<file path="config.mk">
export PLATFORM = sky130hd
export DESIGN_NAME = btg_top
export DESIGN_NICKNAME = d
export VERILOG_FILES = /design/src/btg_pkg.sv /design/src/btg_tone_div.sv /design/src/btg_top.sv
export VERILOG_INCLUDE_DIRS = /design/src
export SDC_FILE = /design/constraint.sdc
export NUM_CORES = 1
export LEC_CHECK = 0
export BUFFER_PORTS_ARGS = -buffer_cell sky130_fd_sc_hd__buf_2
export CELL_PAD_IN_SITES_DETAIL_PLACEMENT = 0
export CELL_PAD_IN_SITES_GLOBAL_PLACEMENT = 1
export CORE_UTILIZATION = 35
export DETAILED_ROUTE_END_ITERATION = 8
export PLACE_DENSITY_LB_ADDON = 0.05
export SLEW_MARGIN = 5
export SYNTH_ARGS = -nofsm -noshare
export SYNTH_HDL_FRONTEND = slang
export SYNTH_HIERARCHICAL = 1
export SYNTH_SLANG_ARGS = --single-unit
</file>
<file path="constraint.sdc">
create_clock -name clk -period 2.37 [get_ports clk]
set_input_delay 0.3555 -clock clk [delete_from_list [all_inputs] [get_ports clk]]
set_output_delay 0.3555 -clock clk [all_outputs]
set_load 0.03 [all_outputs]
</file>
<file path="src/btg_defs.svh">
// constants for the buzzer tone generator: offsets, field positions, counts
// assumes the includer compiles it once per unit; guard protects reuse
`ifndef BTG_DEFS_SVH
`define BTG_DEFS_SVH

// register indices; byte address is four times the index
`define BTG_IDX_CTRL     16'hff44
`define BTG_IDX_TONE     16'hff45
`define BTG_IDX_PIN      16'hff46

// control register bit positions
`define BTG_B_OUT_EN     0
`define BTG_B_ENV_EN     1
`define BTG_B_RESTART    2
`define BTG_B_STEP       3
`define BTG_B_LEN        4
`define BTG_B_TRIG       5
`define BTG_B_STOP       6

// tone register field positions (3 bits each)
`define BTG_F_FREQ_LSB   0
`define BTG_F_LEVEL_LSB  4

// pin data register bit positions
`define BTG_B_PIN_A      0
`define BTG_B_PIN_B      1

// reset values
`define BTG_RST_FREQ     3'h0
`define BTG_RST_LEVEL    3'h0

// oscillator and timebase
`define BTG_OSC_HZ       32768
`define BTG_TB_HZ        256
`define BTG_TB_DIV       (`BTG_OSC_HZ / `BTG_TB_HZ)

// times in microseconds and their counts of timebase ticks
`define BTG_STEP_LONG_US  125000
`define BTG_STEP_SHORT_US 62500
`define BTG_OS_LONG_US    125000
`define BTG_OS_SHORT_US   31250
`define BTG_US_TO_TICKS(t) (((t) * `BTG_TB_HZ) / 1000000)

// tone shape, in units of the divider input
`define BTG_PERIOD_BASE  16
`define BTG_PERIOD_STEP  4
`define BTG_HI_NARROW    8
`define BTG_HI_WIDE      12
`define BTG_LEVEL_LAST   3'h7

// bus answers
`define BTG_RESP_OKAY    2'h0
`define BTG_RESP_SLVERR  2'h2

`endif

</file>
<file path="src/btg_pkg.sv">
// types shared by the buzzer tone generator modules
// assumes btg_defs.svh holds all numeric constants
package btg_pkg;

    // one-shot sequencer, one-hot
    typedef enum logic [2:0] {
        BTG_OS_IDLE = 3'b001,  // ready
        BTG_OS_PEND = 3'b010,  // waiting for timebase edge
        BTG_OS_RUN  = 3'b100   // tone sounding
    } btg_os_t;

    // settings handed to the divider
    typedef struct packed {
        logic [2:0] freq;      // tone select
        logic [2:0] level;     // effective duty level
        logic       tick_fast; // both oscillator edges
        logic       tick_slow; // rising oscillator edge
    } btg_tone_cfg_t;

    // divider state
    typedef struct packed {
        logic [4:0] cnt;       // position in tone period
        logic       tone;      // raw tone level
    } btg_div_st_t;

    // top state
    typedef struct packed {
        logic        osc_s1;   // sync stage 1
        logic        osc_s2;   // sync stage 2
        logic        osc_s3;   // edge history
        logic [6:0]  pre;      // timebase prescaler
        logic        out_en;   // continuous tone on
        logic        env_en;   // envelope on
        logic        step_sel; // envelope step time
        logic        len_sel;  // one-shot length
        logic [2:0]  freq;     // tone select
        logic [2:0]  level;    // duty select
        logic        pin_a_dat;// general data bit, pin a
        logic        pin_b_dat;// general data bit, pin b
        logic [2:0]  stage;    // envelope stage
        logic [5:0]  step_cnt; // ticks in stage
        btg_os_t     os;       // one-shot state
        logic [5:0]  os_cnt;   // ticks of one-shot
        logic        pin_a;    // pin a driver
        logic        pin_b;    // pin b driver
        logic        aw_got;   // address held
        logic        w_got;    // data held
        logic [15:0] aw_idx;   // held word index
        logic [31:0] wdata;    // held data
        logic [3:0]  wstrb;    // held strobes
        logic        awready;  // bus outputs
        logic        wready;
        logic        bvalid;
        logic [1:0]  bresp;
        logic        arready;
        logic        rvalid;
        logic [1:0]  rresp;
        logic [31:0] rdata;
    } btg_st_t;

endpackage

</file>
<file path="src/btg_tone_div.sv">
// tone divider: period and high time from frequency and level select
// assumes tick inputs are single-cycle pulses on clk
`timescale 1ns/10ps
`include "btg_defs.svh"

module btg_tone_div
    import btg_pkg::*;
(
    input  wire logic          clk,    // system clock
    input  wire logic          arst_n, // async reset, low
    input  wire btg_tone_cfg_t cfg,    // select and ticks
    output logic               tone    // tone level, registered
);

    btg_div_st_t s_r;   // state
    btg_div_st_t s_nxt; // next state

    // period in units: 16, 20, 24 or 28 by low freq bits
    function automatic logic [4:0] period_of(input logic [2:0] f);
        period_of = 5'(`BTG_PERIOD_BASE + `BTG_PERIOD_STEP * f[1:0]);
    endfunction

    // level zero widest
    // high units: base of group minus level
    function automatic logic [4:0] high_of(input logic [2:0] f, input logic [2:0] l);
        high_of = 5'((f[1] ? `BTG_HI_WIDE : `BTG_HI_NARROW) - l);
    endfunction

    ////////////////////////////////////////////////////////////////////////
    // next state
    always_comb begin
        logic adv;
        logic [4:0] nc;
        adv   = 1'b0;
        nc    = 5'h0;
        s_nxt = s_r;
        // upper group counts at half rate
        adv = cfg.freq[2] ? cfg.tick_slow : cfg.tick_fast;
        if (adv) begin
            // >= also recovers when a freq change shortens the period
            nc = (s_r.cnt >= period_of(cfg.freq) - 5'h1) ? 5'h0 : s_r.cnt + 5'h1;
            s_nxt.cnt = nc;
            // high for first units of period
            s_nxt.tone = (nc < high_of(cfg.freq, cfg.level));
        end
    end

    // registers
    always_ff @(posedge clk or negedge arst_n) begin
        if (!arst_n) begin
            s_r <= '0;
        end else begin
            s_r <= s_nxt;
        end
    end

    assign tone = s_r.tone;

endmodule // btg_tone_div

</file>
<file path="src/btg_top.sv">
// buzzer tone generator: axi4-lite registers, envelope, one-shot, pins
// assumes low_speed_oscillator is asynchronous to clk and far slower
`timescale 1ns/10ps
`include "btg_defs.svh"

module btg_top
    import btg_pkg::*;
#(
    parameter bit INV_PIN_EN = 1'b1 // second pin carries inverse tone
)(
    input  wire logic        clk,                  // 100 MHz clock
    input  wire logic        arst_n,               // async reset, low
    input  wire logic        low_speed_oscillator, // 32.768 kHz, async
    input  wire logic [31:0] s_axi_awaddr,         // write address
    input  wire logic        s_axi_awvalid,        // write address valid
    output logic             s_axi_awready,        // write address ready
    input  wire logic [31:0] s_axi_wdata,          // write data
    input  wire logic [3:0]  s_axi_wstrb,          // byte enables
    input  wire logic        s_axi_wvalid,         // write data valid
    output logic             s_axi_wready,         // write data ready
    output logic [1:0]       s_axi_bresp,          // write answer
    output logic             s_axi_bvalid,         // write answer valid
    input  wire logic        s_axi_bready,         // write answer taken
    input  wire logic [31:0] s_axi_araddr,         // read address
    input  wire logic        s_axi_arvalid,        // read address valid
    output logic             s_axi_arready,        // read address ready
    output logic [31:0]      s_axi_rdata,          // read data
    output logic [1:0]       s_axi_rresp,          // read answer
    output logic             s_axi_rvalid,         // read data valid
    input  wire logic        s_axi_rready,         // read data taken
    output logic             tone_pin_true,        // first port pin
    output logic             tone_pin_inverted     // second port pin
);

    localparam logic [5:0] STEP_LONG  = 6'(`BTG_US_TO_TICKS(`BTG_STEP_LONG_US));
    localparam logic [5:0] STEP_SHORT = 6'(`BTG_US_TO_TICKS(`BTG_STEP_SHORT_US));
    localparam logic [5:0] OS_LONG    = 6'(`BTG_US_TO_TICKS(`BTG_OS_LONG_US));
    localparam logic [5:0] OS_SHORT   = 6'(`BTG_US_TO_TICKS(`BTG_OS_SHORT_US));
    localparam logic [6:0] TB_LAST    = 7'(`BTG_TB_DIV - 1);

    btg_st_t       s_r;        // state
    btg_st_t       s_nxt;      // next state
    btg_tone_cfg_t cfg;        // divider settings
    logic          tone_signal;// raw tone from divider
    logic          tick_fast;  // any oscillator edge
    logic          tick_slow;  // rising oscillator edge
    logic          tb_tick;    // 256 Hz timebase edge
    logic          live;       // tone is to be driven
    logic          wr_do;      // write executes this cycle
    logic          wr_ctrl;    // write to control register
    logic [7:0]    wb;         // low byte of held write

    ////////////////////////////////////////////////////////////////////////
    // oscillator edges and timebase
    // s2 against s3 only; s1 feeds s2 alone
    always_comb begin
        tick_fast = s_r.osc_s2 ^ s_r.osc_s3;
        tick_slow = s_r.osc_s2 & ~s_r.osc_s3;
        tb_tick   = tick_slow && (s_r.pre == TB_LAST);
    end

    // write decode, shared by state update and checks
    always_comb begin
        wr_do   = s_r.aw_got && s_r.w_got && !s_r.bvalid;
        wr_ctrl = wr_do && (s_r.aw_idx == `BTG_IDX_CTRL) && s_r.wstrb[0];
        wb      = s_r.wdata[7:0];
    end

    // tone drive: continuous or one-shot sounding
    always_comb begin
        live = s_r.out_en || (s_r.os == BTG_OS_RUN);
    end

    // divider settings
    always_comb begin
        cfg.freq      = s_r.freq;
        cfg.level     = (s_r.env_en && s_r.out_en) ? s_r.stage : s_r.level;
        cfg.tick_fast = tick_fast;
        cfg.tick_slow = tick_slow;
    end

    // divider free-runs; switching truncates at most half a period
    // no alignment to writes
    btg_tone_div u_div (
        .clk    (clk),
        .arst_n (arst_n),
        .cfg    (cfg),
        .tone   (tone_signal)
    );

    ////////////////////////////////////////////////////////////////////////
    // next state
    always_comb begin
        logic [5:0] step_len;
        logic [5:0] os_len;
        logic       rd_hit;
        logic [15:0] ar_idx;
        step_len = 6'h0;
        os_len   = 6'h0;
        rd_hit   = 1'b0;
        ar_idx   = 16'h0;
        s_nxt    = s_r;

        // synchroniser and prescaler
        s_nxt.osc_s1 = low_speed_oscillator;
        s_nxt.osc_s2 = s_r.osc_s1;
        s_nxt.osc_s3 = s_r.osc_s2;
        if (tick_slow) begin
            s_nxt.pre = (s_r.pre == TB_LAST) ? 7'h0 : s_r.pre + 7'h1;
        end

        step_len = s_r.step_sel ? STEP_LONG : STEP_SHORT;
        os_len   = s_r.len_sel ? OS_LONG : OS_SHORT;

        // envelope stepping
        if (!s_r.out_en) begin
            // restart from level 0 on next enable
            s_nxt.stage    = 3'h0;
            s_nxt.step_cnt = 6'h0;
        end else if (s_r.env_en && tb_tick) begin
            if (s_r.step_cnt == step_len - 6'h1) begin
                s_nxt.step_cnt = 6'h0;
                if (s_r.stage != `BTG_LEVEL_LAST) begin
                    s_nxt.stage = s_r.stage + 3'h1;
                end
            end else begin
                s_nxt.step_cnt = s_r.step_cnt + 6'h1;
            end
        end

        // one-shot sequencer
        case (s_r.os)
            BTG_OS_IDLE: begin
                s_nxt.os_cnt = 6'h0;
            end
            BTG_OS_PEND: begin
                if (tb_tick) begin
                    s_nxt.os     = BTG_OS_RUN;
                    s_nxt.os_cnt = 6'h0;
                end
            end
            BTG_OS_RUN: begin
                if (tb_tick) begin
                    if (s_r.os_cnt == os_len - 6'h1) begin
                        s_nxt.os = BTG_OS_IDLE;
                    end else begin
                        s_nxt.os_cnt = s_r.os_cnt + 6'h1;
                    end
                end
            end
            default: begin
                s_nxt.os = BTG_OS_IDLE;
            end
        endcase

        // register writes
        if (wr_do) begin
            if (wr_ctrl) begin
                s_nxt.out_en   = wb[`BTG_B_OUT_EN];
                s_nxt.env_en   = wb[`BTG_B_ENV_EN];
                s_nxt.step_sel = wb[`BTG_B_STEP];
                s_nxt.len_sel  = wb[`BTG_B_LEN];
                if (wb[`BTG_B_RESTART]) begin
                    s_nxt.stage    = 3'h0;
                    s_nxt.step_cnt = 6'h0;
                end
                if (wb[`BTG_B_TRIG] && !s_r.out_en && s_r.os == BTG_OS_IDLE) begin
                    s_nxt.os     = BTG_OS_PEND;
                    s_nxt.env_en = 1'b0;
                end
                if (wb[`BTG_B_STOP]) begin
                    s_nxt.os = BTG_OS_IDLE;
                end
            end else if (s_r.aw_idx == `BTG_IDX_TONE && s_r.wstrb[0]) begin
                s_nxt.freq  = wb[`BTG_F_FREQ_LSB +: 3];
                s_nxt.level = wb[`BTG_F_LEVEL_LSB +: 3];
            end else if (s_r.aw_idx == `BTG_IDX_PIN && s_r.wstrb[0]) begin
                s_nxt.pin_a_dat = wb[`BTG_B_PIN_A];
                s_nxt.pin_b_dat = wb[`BTG_B_PIN_B];
            end
        end

        // pin drivers
        // idle pins steady
        // pin a data bit ors onto the tone
        s_nxt.pin_a = (live & tone_signal) | s_r.pin_a_dat;
        if (INV_PIN_EN) begin
            // pin b data bit unused here
            s_nxt.pin_b = ~(live & tone_signal);
        end else begin
            s_nxt.pin_b = s_r.pin_b_dat;
        end

        // write channel
        if (s_r.awready && s_axi_awvalid) begin
            s_nxt.aw_got = 1'b1;
            s_nxt.aw_idx = s_axi_awaddr[17:2];
        end
        if (s_r.wready && s_axi_wvalid) begin
            s_nxt.w_got = 1'b1;
            s_nxt.wdata = s_axi_wdata;
            s_nxt.wstrb = s_axi_wstrb;
        end
        if (wr_do) begin
            s_nxt.aw_got = 1'b0;
            s_nxt.w_got  = 1'b0;
            s_nxt.bvalid = 1'b1;
            s_nxt.bresp  = (s_r.aw_idx == `BTG_IDX_CTRL || s_r.aw_idx == `BTG_IDX_TONE
                            || s_r.aw_idx == `BTG_IDX_PIN) ? `BTG_RESP_OKAY : `BTG_RESP_SLVERR;
        end else if (s_r.bvalid && s_axi_bready) begin
            s_nxt.bvalid = 1'b0;
        end
        // each ready held low while its own beat is held or the answer is pending
        s_nxt.awready = !s_nxt.aw_got && !s_nxt.bvalid && !(s_r.awready && s_axi_awvalid);
        s_nxt.wready  = !s_nxt.w_got && !s_nxt.bvalid && !(s_r.wready && s_axi_wvalid);

        // read channel
        if (s_r.arready && s_axi_arvalid) begin
            ar_idx       = s_axi_araddr[17:2];
            s_nxt.rvalid = 1'b1;
            s_nxt.rdata  = 32'h0;
            rd_hit       = 1'b1;
            case (ar_idx)
                `BTG_IDX_CTRL: begin
                    s_nxt.rdata[`BTG_B_OUT_EN] = s_r.out_en;
                    s_nxt.rdata[`BTG_B_ENV_EN] = s_r.env_en;
                    s_nxt.rdata[`BTG_B_STEP]   = s_r.step_sel;
                    s_nxt.rdata[`BTG_B_LEN]    = s_r.len_sel;
                    s_nxt.rdata[`BTG_B_TRIG]   = (s_r.os != BTG_OS_IDLE);
                end
                `BTG_IDX_TONE: begin
                    s_nxt.rdata[`BTG_F_FREQ_LSB +: 3]  = s_r.freq;
                    s_nxt.rdata[`BTG_F_LEVEL_LSB +: 3] = s_r.level;
                end
                `BTG_IDX_PIN: begin
                    s_nxt.rdata[`BTG_B_PIN_A] = s_r.pin_a_dat;
                    s_nxt.rdata[`BTG_B_PIN_B] = s_r.pin_b_dat;
                end
                default: begin
                    rd_hit = 1'b0;
                end
            endcase
            s_nxt.rresp = rd_hit ? `BTG_RESP_OKAY : `BTG_RESP_SLVERR;
        end else if (s_r.rvalid && s_axi_rready) begin
            s_nxt.rvalid = 1'b0;
        end
        s_nxt.arready = !s_nxt.rvalid && !(s_r.arready && s_axi_arvalid);
    end

    ////////////////////////////////////////////////////////////////////////
    // registers; idle pins start low and high
    always_ff @(posedge clk or negedge arst_n) begin
        if (!arst_n) begin
            s_r       <= '0;
            s_r.os    <= BTG_OS_IDLE;
            s_r.freq  <= `BTG_RST_FREQ;
            s_r.level <= `BTG_RST_LEVEL;
            s_r.pin_b <= 1'b1;
        end else begin
            s_r <= s_nxt;
        end
    end

    // outputs straight from flops
    always_comb begin
        s_axi_awready     = s_r.awready;
        s_axi_wready      = s_r.wready;
        s_axi_bvalid      = s_r.bvalid;
        s_axi_bresp       = s_r.bresp;
        s_axi_arready     = s_r.arready;
        s_axi_rvalid      = s_r.rvalid;
        s_axi_rresp       = s_r.rresp;
        s_axi_rdata       = s_r.rdata;
        tone_pin_true     = s_r.pin_a;
        tone_pin_inverted = s_r.pin_b;
    end
endmodule // btg_top

</file>
### Word level (Yosys, flattened, before mapping)

Cells that the tools add are included.

* register bits after elaboration: 90
* input bits: 108
* output and inout bits: 43
* word-level logic and storage cells: 149

* add/sub/neg operators: 10
* $lt $le $gt $ge: 2
* equality and inequality tests: 17
* muxes and demuxes: 40
* bitwise operators: 8
* reductions and logical operators: 39

Operators with widths (count)
* $eq 16x16->1 const B: 6
* $mux 9: 5
* $mux 12: 2
* $mux 6: 4
* $logic_and 1x1->1: 21
* $mux 3: 7
* $pmux 6 s3: 1
* $mux 1: 13
* $add 6x1->6 const B: 2
* $eq 6x6->1: 2
* $sub 6x1->6 const B: 2
* $logic_not 1->1: 9
* $pmux 3 s3: 1
* $reduce_and 4->1: 2
* $add 7x1->7 const B: 1
* $eq 7x7->1 const B: 1
* $mux 7: 1
* $mux 2: 3
* $ne 2x2->1 const B: 3
* $pmux 2 s3: 1
* $add 5x1->5 const B: 1
* $add 5x4->5 const A: 1
* $ge 5x5->1: 1
* $lt 5x5->1: 1
* other kinds (19): 25

### Depth between registers and ports, before layout

Gate-level depths: netlist of run 1.

* depth after elaboration: 10
* depth in mapped cells: 11
* gate-level depth less buffers: 11

### Hierarchy

The synthesis of run 1 kept the hierarchy.

Modules (own cells, without submodules)
* btg_top: times used 1, cells each 345, area each 3991.3 µm², sequential area each 2054.5 µm²
* btg_tone_div: times used 1, cells each 64, area each 566.8 µm², sequential area each 150.1 µm²

### Worst setup path before layout of run 1

No wires, ideal clock.

* path type: register to register
* start: register s_r (netlist bit cfg[5])
* end: register u_div.s_r (netlist bit u_div/tone)
* setup time: 0.067 ns
* arrival time: 2.364 ns
* required time: 2.303 ns
* slack: -0.062 ns
* cell stages (with the launch flop): 12
* path buffers: 0
* clock period less this slack: 2.432 ns
* cells stage by stage: dfrtp_1 > inv_1 > ha_1 > ha_1 > a21o_1 > a21oi_4 > nand2_2 > nor2_1 > ha_1 > and4b_2 > o211ai_1 > a32o_1

* word-level cells in the longest chain between the ends: 5

Ends and longest elaborated chain
* from (decl): line btg_top.sv:41 `btg_st_t s_r;`
* from (signal assigned): line btg_top.sv:260 `s_r <= s_nxt;`
* $add 5x4->5 (no line)
* $sub 5x1->5: line btg_tone_div.sv:41 `nc = (s_r.cnt >= period_of(cfg.freq) - 5'h1) ? 5'h0 : s_r.cnt + 5'h1;`
* $ge 5x5->1: line btg_tone_div.sv:41
* $mux 5: line btg_tone_div.sv:41
* $lt 5x5->1: line btg_tone_div.sv:44 `s_nxt.tone = (nc < high_of(cfg.freq, cfg.level));`
* to (signal assigned): line btg_tone_div.sv:53 `s_r <= s_nxt;`
* to (decl): line btg_tone_div.sv:15 `btg_div_st_t s_r;`

Every way passes these cells.
A chain may end at the register's enable or synchronous reset.

### Final worst setup path of run 1

Same ends and word-level chain as after synthesis.

==> impl_metrics.yaml, run 1 <==
run_status:
  outcome: "finished, final reports clean"
floorplan:
  die_y_um: 116
  start_util_pct: 36.0
  design.die.area_mm2: 0.0135
  io_pins: 151
  fp-row-count: 41
  design.core.area_mm2: 0.0127
  die_x_um: 116
timing:
  fin_setup_tns_ns: 0
  setup_ws_ns: 0.0653
  report.final.setup_viol: 0
  layout_min_cycle_time_ns: 2.30
  fmax_mhz: 434
  rsz0062_at_grt: "yes"
  whs_ns: 0.0187
  hold_violations: 0
  slew_headroom_pct: 56.9
  slew_violations: 0
  skew_ns: 0.00927
  min_period_over_period_pct: 97.2
  worst_slew_pin_slew_ns: 0.645
final_layout:
  area_growth_pct: 18.2
  layout-drive-gt1-share_pct: 33.5
  fin_nets: 608
  n_fill_cell: 1222
  fin_area_mm2: 0.00539
  num_antenna_cells: 0
routing:
  drc: 0
  drt-total-wl_um: 9410
  wire_per_inst_um: 14.2
  ant_nets: 0
  drtIter0Drc: 134
  drt_first_pass_iters: 4
  avgViaCountPerCell: 4.73
  vias: 3131
logic_synthesis:
  synthCells: 409
  synth_top_area_cell: "dfrtp_1"
  synth-edff-count: 0
  synth.area.top_cells: "dfrtp_1 47%, mux2_2 9.6%, buf_4 6.1%, ha_1 4.1%, xnor2_1 2.9%"
  async_flop_share_pct: 100
  synth-seq-area-share_pct: 48.4
  synth_cell_types: 54
  ys_seq_elements: 88
  ys_warn_count: 6
  syn_area_per_cell_um2: 11.1
  synth_area_mm2: 0.00456
  synth_top_area_share_pct: 47.2
  ys.flop_type: "dfrtp_1"
placed_design:
  portBuffers: 63
  dp_slack_ns: -0.0502
  placed_area_mm2: 0.00502
  dp_hpwl_um: 7100
  place.gp.congestion: 0.728
worst_hold_path:
  hold_class: "in2async"
setup_path:
  ff2ff_setup_slack_ns: 0.07
  path_max_fanout: 4
  critPathKind: "reg2reg"
  crit_start: "cfg[5]$_DFFE_PN0P_"
  critPathCaptureType: "flip-flop"
  r2r_start: "cfg[5]$_DFFE_PN0P_"
  crit_path_start_kind: "flip-flop"
  crit_arrival_ns: 2.58
  crit_path_end: "u_div/tone$_DFFE_PN0P_"
  rr_endpoint: "u_div/tone$_DFFE_PN0P_"
  worst-endpoint-required_ns: 2.65
  r2r_cells: 11
clock_tree:
  holdBufCountCts: 0
  htreeDepth: 3
  cts_tree: "done"
  cts_buffers: 9
  clk_path_buf_depth: 2
  cts.clk_slew.worst_paths_ns: 0.06
  cts_sinks: 88
  clock-root-buffer: "clkbuf_16"
  insertion_delay_ns: 0.35
power:
  powerDensity_mw_per_mm2: 897
  irDropWorstVdd_mv: 0.618
  power_leakage_uw: 0.00250
grt:
  grt_max_degree: 47
  grt_pass1_wl_um: 15500
  antenna_found_initial: 0
  grt_pass1_vias: 3075
  gr-usage-all-layers_pct: 15.5
  overflow: 0
run:
  maxCapViolations: 0
## worst min-delay path by stage
stage / startpoint / depth (start not counted) / endpoint
6_report: arst_n / 1 / s_axi_arready$_DFF_PN0_
5_1_grt: arst_n / 1 / s_axi_arready$_DFF_PN0_
4_1_cts: arst_n / 1 / s_axi_rdata[3]$_DFFE_PN0P_
3_5_place_dp: s_nxt[135]$_DFF_PN0_ / 0 / s_nxt[134]$_DFF_PN0_
3_3_place_gp: s_nxt[135]$_DFF_PN0_ / 0 / s_nxt[134]$_DFF_PN0_
2_1_floorplan: arst_n / 0 / cfg[5]$_DFFE_PN0P_
## layer usage
metal	share of wire (%)	wire length, µm	global-route usage (%)
met5	0	0	0
met1	49	4610	20.0
met3	5.7	538	5.14
met2	44	4140	24.4
met4	1.3	124	5.38
## critical path: stages, from the launching register on
cell and delay, ns:
dfrtp_1 0.39, inv_2 0.08, ha_4 0.20, ha_4 0.21
a21o_1 0.18, a21oi_4 0.18, nand2_4 0.08, a21oi_2 0.12
ha_1 0.25, and4b_2 0.21, o211ai_1 0.17, a32o_1 0.19
## cells in the mapped netlist (5+ instances only)
| cell type | count |
|---|---|
| o21ai_0 | 17 |
| dfrtp_1 | 86 |
| buf_4 | 37 |
| a21oi_1 | 10 |
| inv_1 | 15 |
| nand2_1 | 28 |
| nor3_1 | 8 |
| nand2b_1 | 5 |
| ha_1 | 15 |
| nor2_1 | 17 |
| mux2i_1 | 6 |
| nand4b_1 | 5 |
| a31oi_1 | 7 |
| mux2_2 | 39 |
| nand3_1 | 17 |
| xnor2_1 | 15 |
## flip-flops by register name (all words and copies together) (netlist names), 2 cells and up
signal,cells
s_r,61
s_axi_rdata,7
s_nxt,2
u_div/s_r,5
cfg,3
## through the flow
step                      utilization (%)  std cells  power (µW)
after CTS                            42.3        660        4890
after detailed placement             39.7        643        3390
after floorplan                         -        435        3030
after global placement               39.7        643        3360
final                                42.5        662        4830
after global routing                 42.5        662        5160
## report_power, final
part           internal, µW  leakage [µW]  switching [µW]
Combinational           612       0.00123             595
Sequential             1860       0.00112             317
Clock                   870      0.000148             582
## kinds of logic after synthesis
family	Yosys count	share of synthesized area, %
and+or+nand+nor	127	16.6
DFF	88	48.4
buffers and inverters	59	7.99
AOI/OAI and AO/OA	58	8.78
muxes	45	11.0
xor gates and xnor gates	16	3.07
adders and majority gates	15	4.12
other	1	0.0823
## area by class of cell
cell class | instances | area [µm²] | share of cell area (%)
inverter | 15 | 56.3 | 1.05
clock inverter | 5 | 55.1 | 1.02
sequential | 88 | 2200 | 40.9
timing repair buffer | 83 | 480 | 8.92
clock buffer | 11 | 253 | 4.69
multi-input combinational | 288 | 2120 | 39.4
tap | 172 | 215 | 3.99
## layout by cell type (no fill, tap or decap), types with 15 or more instances in the layout
cell / count
nand3_1: 17
xnor2_1: 15
dfrtp_1: 86
mux2_2: 39
buf_2: 62
o21ai_0: 17
conb_1: 27
nor2_1: 16
buf_4: 20
nand2_1: 28
## repair_timing
item	4_1_cts	5_1_grt
pin swaps	3	6
gates resized for setup	3	3
setup endpoints to repair	1	1
buffers inserted	1	2
Note: power is estimated with default switching activity, not from simulation.
==> run 2: changes to the inputs <==
--- a/config.mk
+++ b/config.mk
@@ -6,11 +6,11 @@
 export SDC_FILE = /design/constraint.sdc
 export NUM_CORES = 1
 export LEC_CHECK = 0
-export BUFFER_PORTS_ARGS = -buffer_cell sky130_fd_sc_hd__buf_2
 export CELL_PAD_IN_SITES_DETAIL_PLACEMENT = 0
 export CELL_PAD_IN_SITES_GLOBAL_PLACEMENT = 1
-export CORE_UTILIZATION = 35
+export CORE_UTILIZATION = 44
 export DETAILED_ROUTE_END_ITERATION = 8
+export DONT_BUFFER_PORTS = 1
 export PLACE_DENSITY_LB_ADDON = 0.05
 export SLEW_MARGIN = 5
 export SYNTH_ARGS = -nofsm -noshare
==> run 2 against run 1 <==
Compared with the run above: first-iteration DRC count is 23% lower; power is 10% lower; routed wire length is 9.0% lower; highest routed layer is now met5; clock-buffer cell count stayed put; die area is 20% lower; largest cell class unchanged; sequential power is 2% higher; critical path depth stayed put; the flow now finishes with violations (negative hold slack); global-route usage is 1.9 points higher; clock skew is 0.0068 ns higher; critical path type unchanged; cell count is 16% lower; hold slack worse by 0.34 ns.
==> impl_metrics.yaml, run 2 (synthesized netlist as in run 1, its figures left out) <==
routing:
  drt_first_pass_iters: 5
  met2_length_um: 3790
  drtIter0Drc: 103
  wire_per_inst_um: 15.4
  drc: 0
  top_layer: "met5"
  wl_met3_um: 507
  avgViaCountPerCell: 5.33
  vias: 2965
  wl_met1_um: 4130
  ant_nets: 0
  drt-total-wl_um: 8570
setup_path:
  crit_start: "cfg[6]$_DFFE_PN0P_"
  crit_path_end: "u_div/tone$_DFFE_PN0P_"
  worst-endpoint-required_ns: 2.67
  rr_endpoint: "u_div/tone$_DFFE_PN0P_"
  crit_path_start_kind: "flip-flop"
  r2r_cells: 11
  critPathCaptureType: "flip-flop"
  crit_arrival_ns: 2.65
  path_max_fanout: 4
  ff2ff_setup_slack_ns: 0.02
  r2r_start: "cfg[6]$_DFFE_PN0P_"
  critPathKind: "reg2reg"
final_layout:
  num_antenna_cells: 0
  mostFrequentLayoutCell: "dfrtp_1"
  regArea_mm2: 0.00220
  largest_register_ffs: 61
  top_register: "s_r"
  fin_nets: 541
  layout_common_cells: "86 x dfrtp_1, 39 x mux2_2, 28 x nand2_1, 27 x conb_1"
  area_growth_pct: 7.22
  layout-drive-gt1-share_pct: 23.2
  n_fill_cell: 927
  final_core_util_pct: 49.3
  multi_input_area_mm2: 0.00213
clock_tree:
  htreeDepth: 3
  cts_sinks: 88
  cts_buffers: 9
  clk_path_buf_depth: 2
  cts_tree: "done"
  insertion_delay_ns: 0.36
  clock-root-buffer: "clkbuf_8"
  cts.clk_slew.worst_paths_ns: 0.10
power:
  power_leakage_uw: 0.00217
  powerDensity_mw_per_mm2: 890
  irDropWorstVdd_mv: 0.474
grt:
  grt_pass1_wl_um: 14900
  grt_max_degree: 89
  antenna_found_initial: 1
  overflow: 0
  gr-usage-all-layers_pct: 17.4
  grt_pass1_vias: 2986
placed_design:
  place.gp.congestion: 0.716
  dp_hpwl_um: 6360
  dp_slack_ns: -0.0331
  portBuffers: 0
timing:
  fin_setup_tns_ns: 0
  report.final.setup_viol: 0
  skew_ns: 0.0160
  slew_headroom_pct: 59.8
  hold_violations: 88
  setup_ws_ns: 0.0193
  min_period_over_period_pct: 99.2
  whs_ns: -0.324
  layout_min_cycle_time_ns: 2.35
  slew_violations: 0
  fmax_mhz: 425
  rsz0062_at_grt: "yes"
  worst_slew_pin_slew_ns: 0.602
run_status:
  outcome: "finished with violations"
  violations: "negative hold slack"
floorplan:
  fp-row-count: 36
  io_pins: 151
  design.core.area_mm2: 0.00991
  die_y_um: 104
  die_x_um: 104
  design.die.area_mm2: 0.0108
  start_util_pct: 46.0
worst_hold_path:
  hold_class: "in2async"
run:
  maxCapViolations: 0
-- run 2: changes by cell type in the layout (fill, tap and decap cells not counted), sizes merged --
| cell | before | now |
|---|---|---|
| clkinv | 2 | 1 |
| inv | 15 | 16 |
| buf | 83 | 16 |
-- run 2: timing repair --
item | CTS | global route
endpoints found under the setup margin | 1 | 1
pin swaps | 1 | 5
buffers inserted | 0 | 1
gates cloned | 0 | 0
hold endpoints to repair | 88 | 88
resized for setup | 0 | 7
-- run 2: cell type report --
| cell class | count | area share, % |
|---|---|---|
| timing repair buffer | 16 | 2.46 |
| sequential | 88 | 45.1 |
| tap | 133 | 3.41 |
| clock buffer | 11 | 3.10 |
| multi-input combinational | 288 | 43.5 |
| inverter | 15 | 1.15 |
| clock inverter | 5 | 1.28 |
-- run 2: per-stage QoR --
step / hold slack (ns) / cells / total power [µW] / cell area, µm²
final: -0.324 / 556 / 4350 / 4890
after global routing: -0.348 / 556 / 4650 / 4890
after CTS: -0.339 / 555 / 4370 / 4840
after detailed placement: 0.0618 / 539 / 3260 / 4630
after global placement: 0.0616 / 539 / 3230 / 4630
after floorplan: 0.0599 / 435 / 3030 / 4660
-- run 2: critical path, cell delays in order, from the launching register on --
cell and delay, ns:
dfrtp_1 0.38, inv_2 0.05, ha_4 0.26, ha_4 0.19, a21o_1 0.20, a21oi_4 0.18
nand2_4 0.09, a21oi_2 0.11, ha_1 0.25, and4b_2 0.23, o211ai_1 0.18, a32o_1 0.18
-- run 2: worst min-delay path by stage --
stage | endpoint | slack [ns] | cells past startpoint
after floorplan | cfg[5]$_DFFE_PN0P_ | 0.06 | 0
after global placement | s_axi_rdata[2]$_DFFE_PN0P_ | 0.06 | 0
after detailed placement | s_axi_rresp[1]$_DFFE_PN0P_ | 0.06 | 0
after CTS | s_r[50]$_DFFE_PN0P_ | -0.34 | 0
after global routing | s_r[50]$_DFFE_PN0P_ | -0.35 | 0
final | s_r[50]$_DFFE_PN0P_ | -0.32 | 0
-- run 2: power by group --
group	switching, µW	leakage (µW)	internal [µW]
logic	474	0.000947	557
clock network	550	0.000102	550
registers	365	0.00112	1850
total	1390	0.00217	2960
-- run 2: metal layers --
| metal | track usage [%] | up-vias |
|---|---|---|
| met4 | 6.43 | 2 |
| met1 | 24.3 | 1435 |
| li1 | - | 1416 |
| met2 | 26.4 | 98 |
| met3 | 4.03 | 14 |
| met5 | 0 | - |
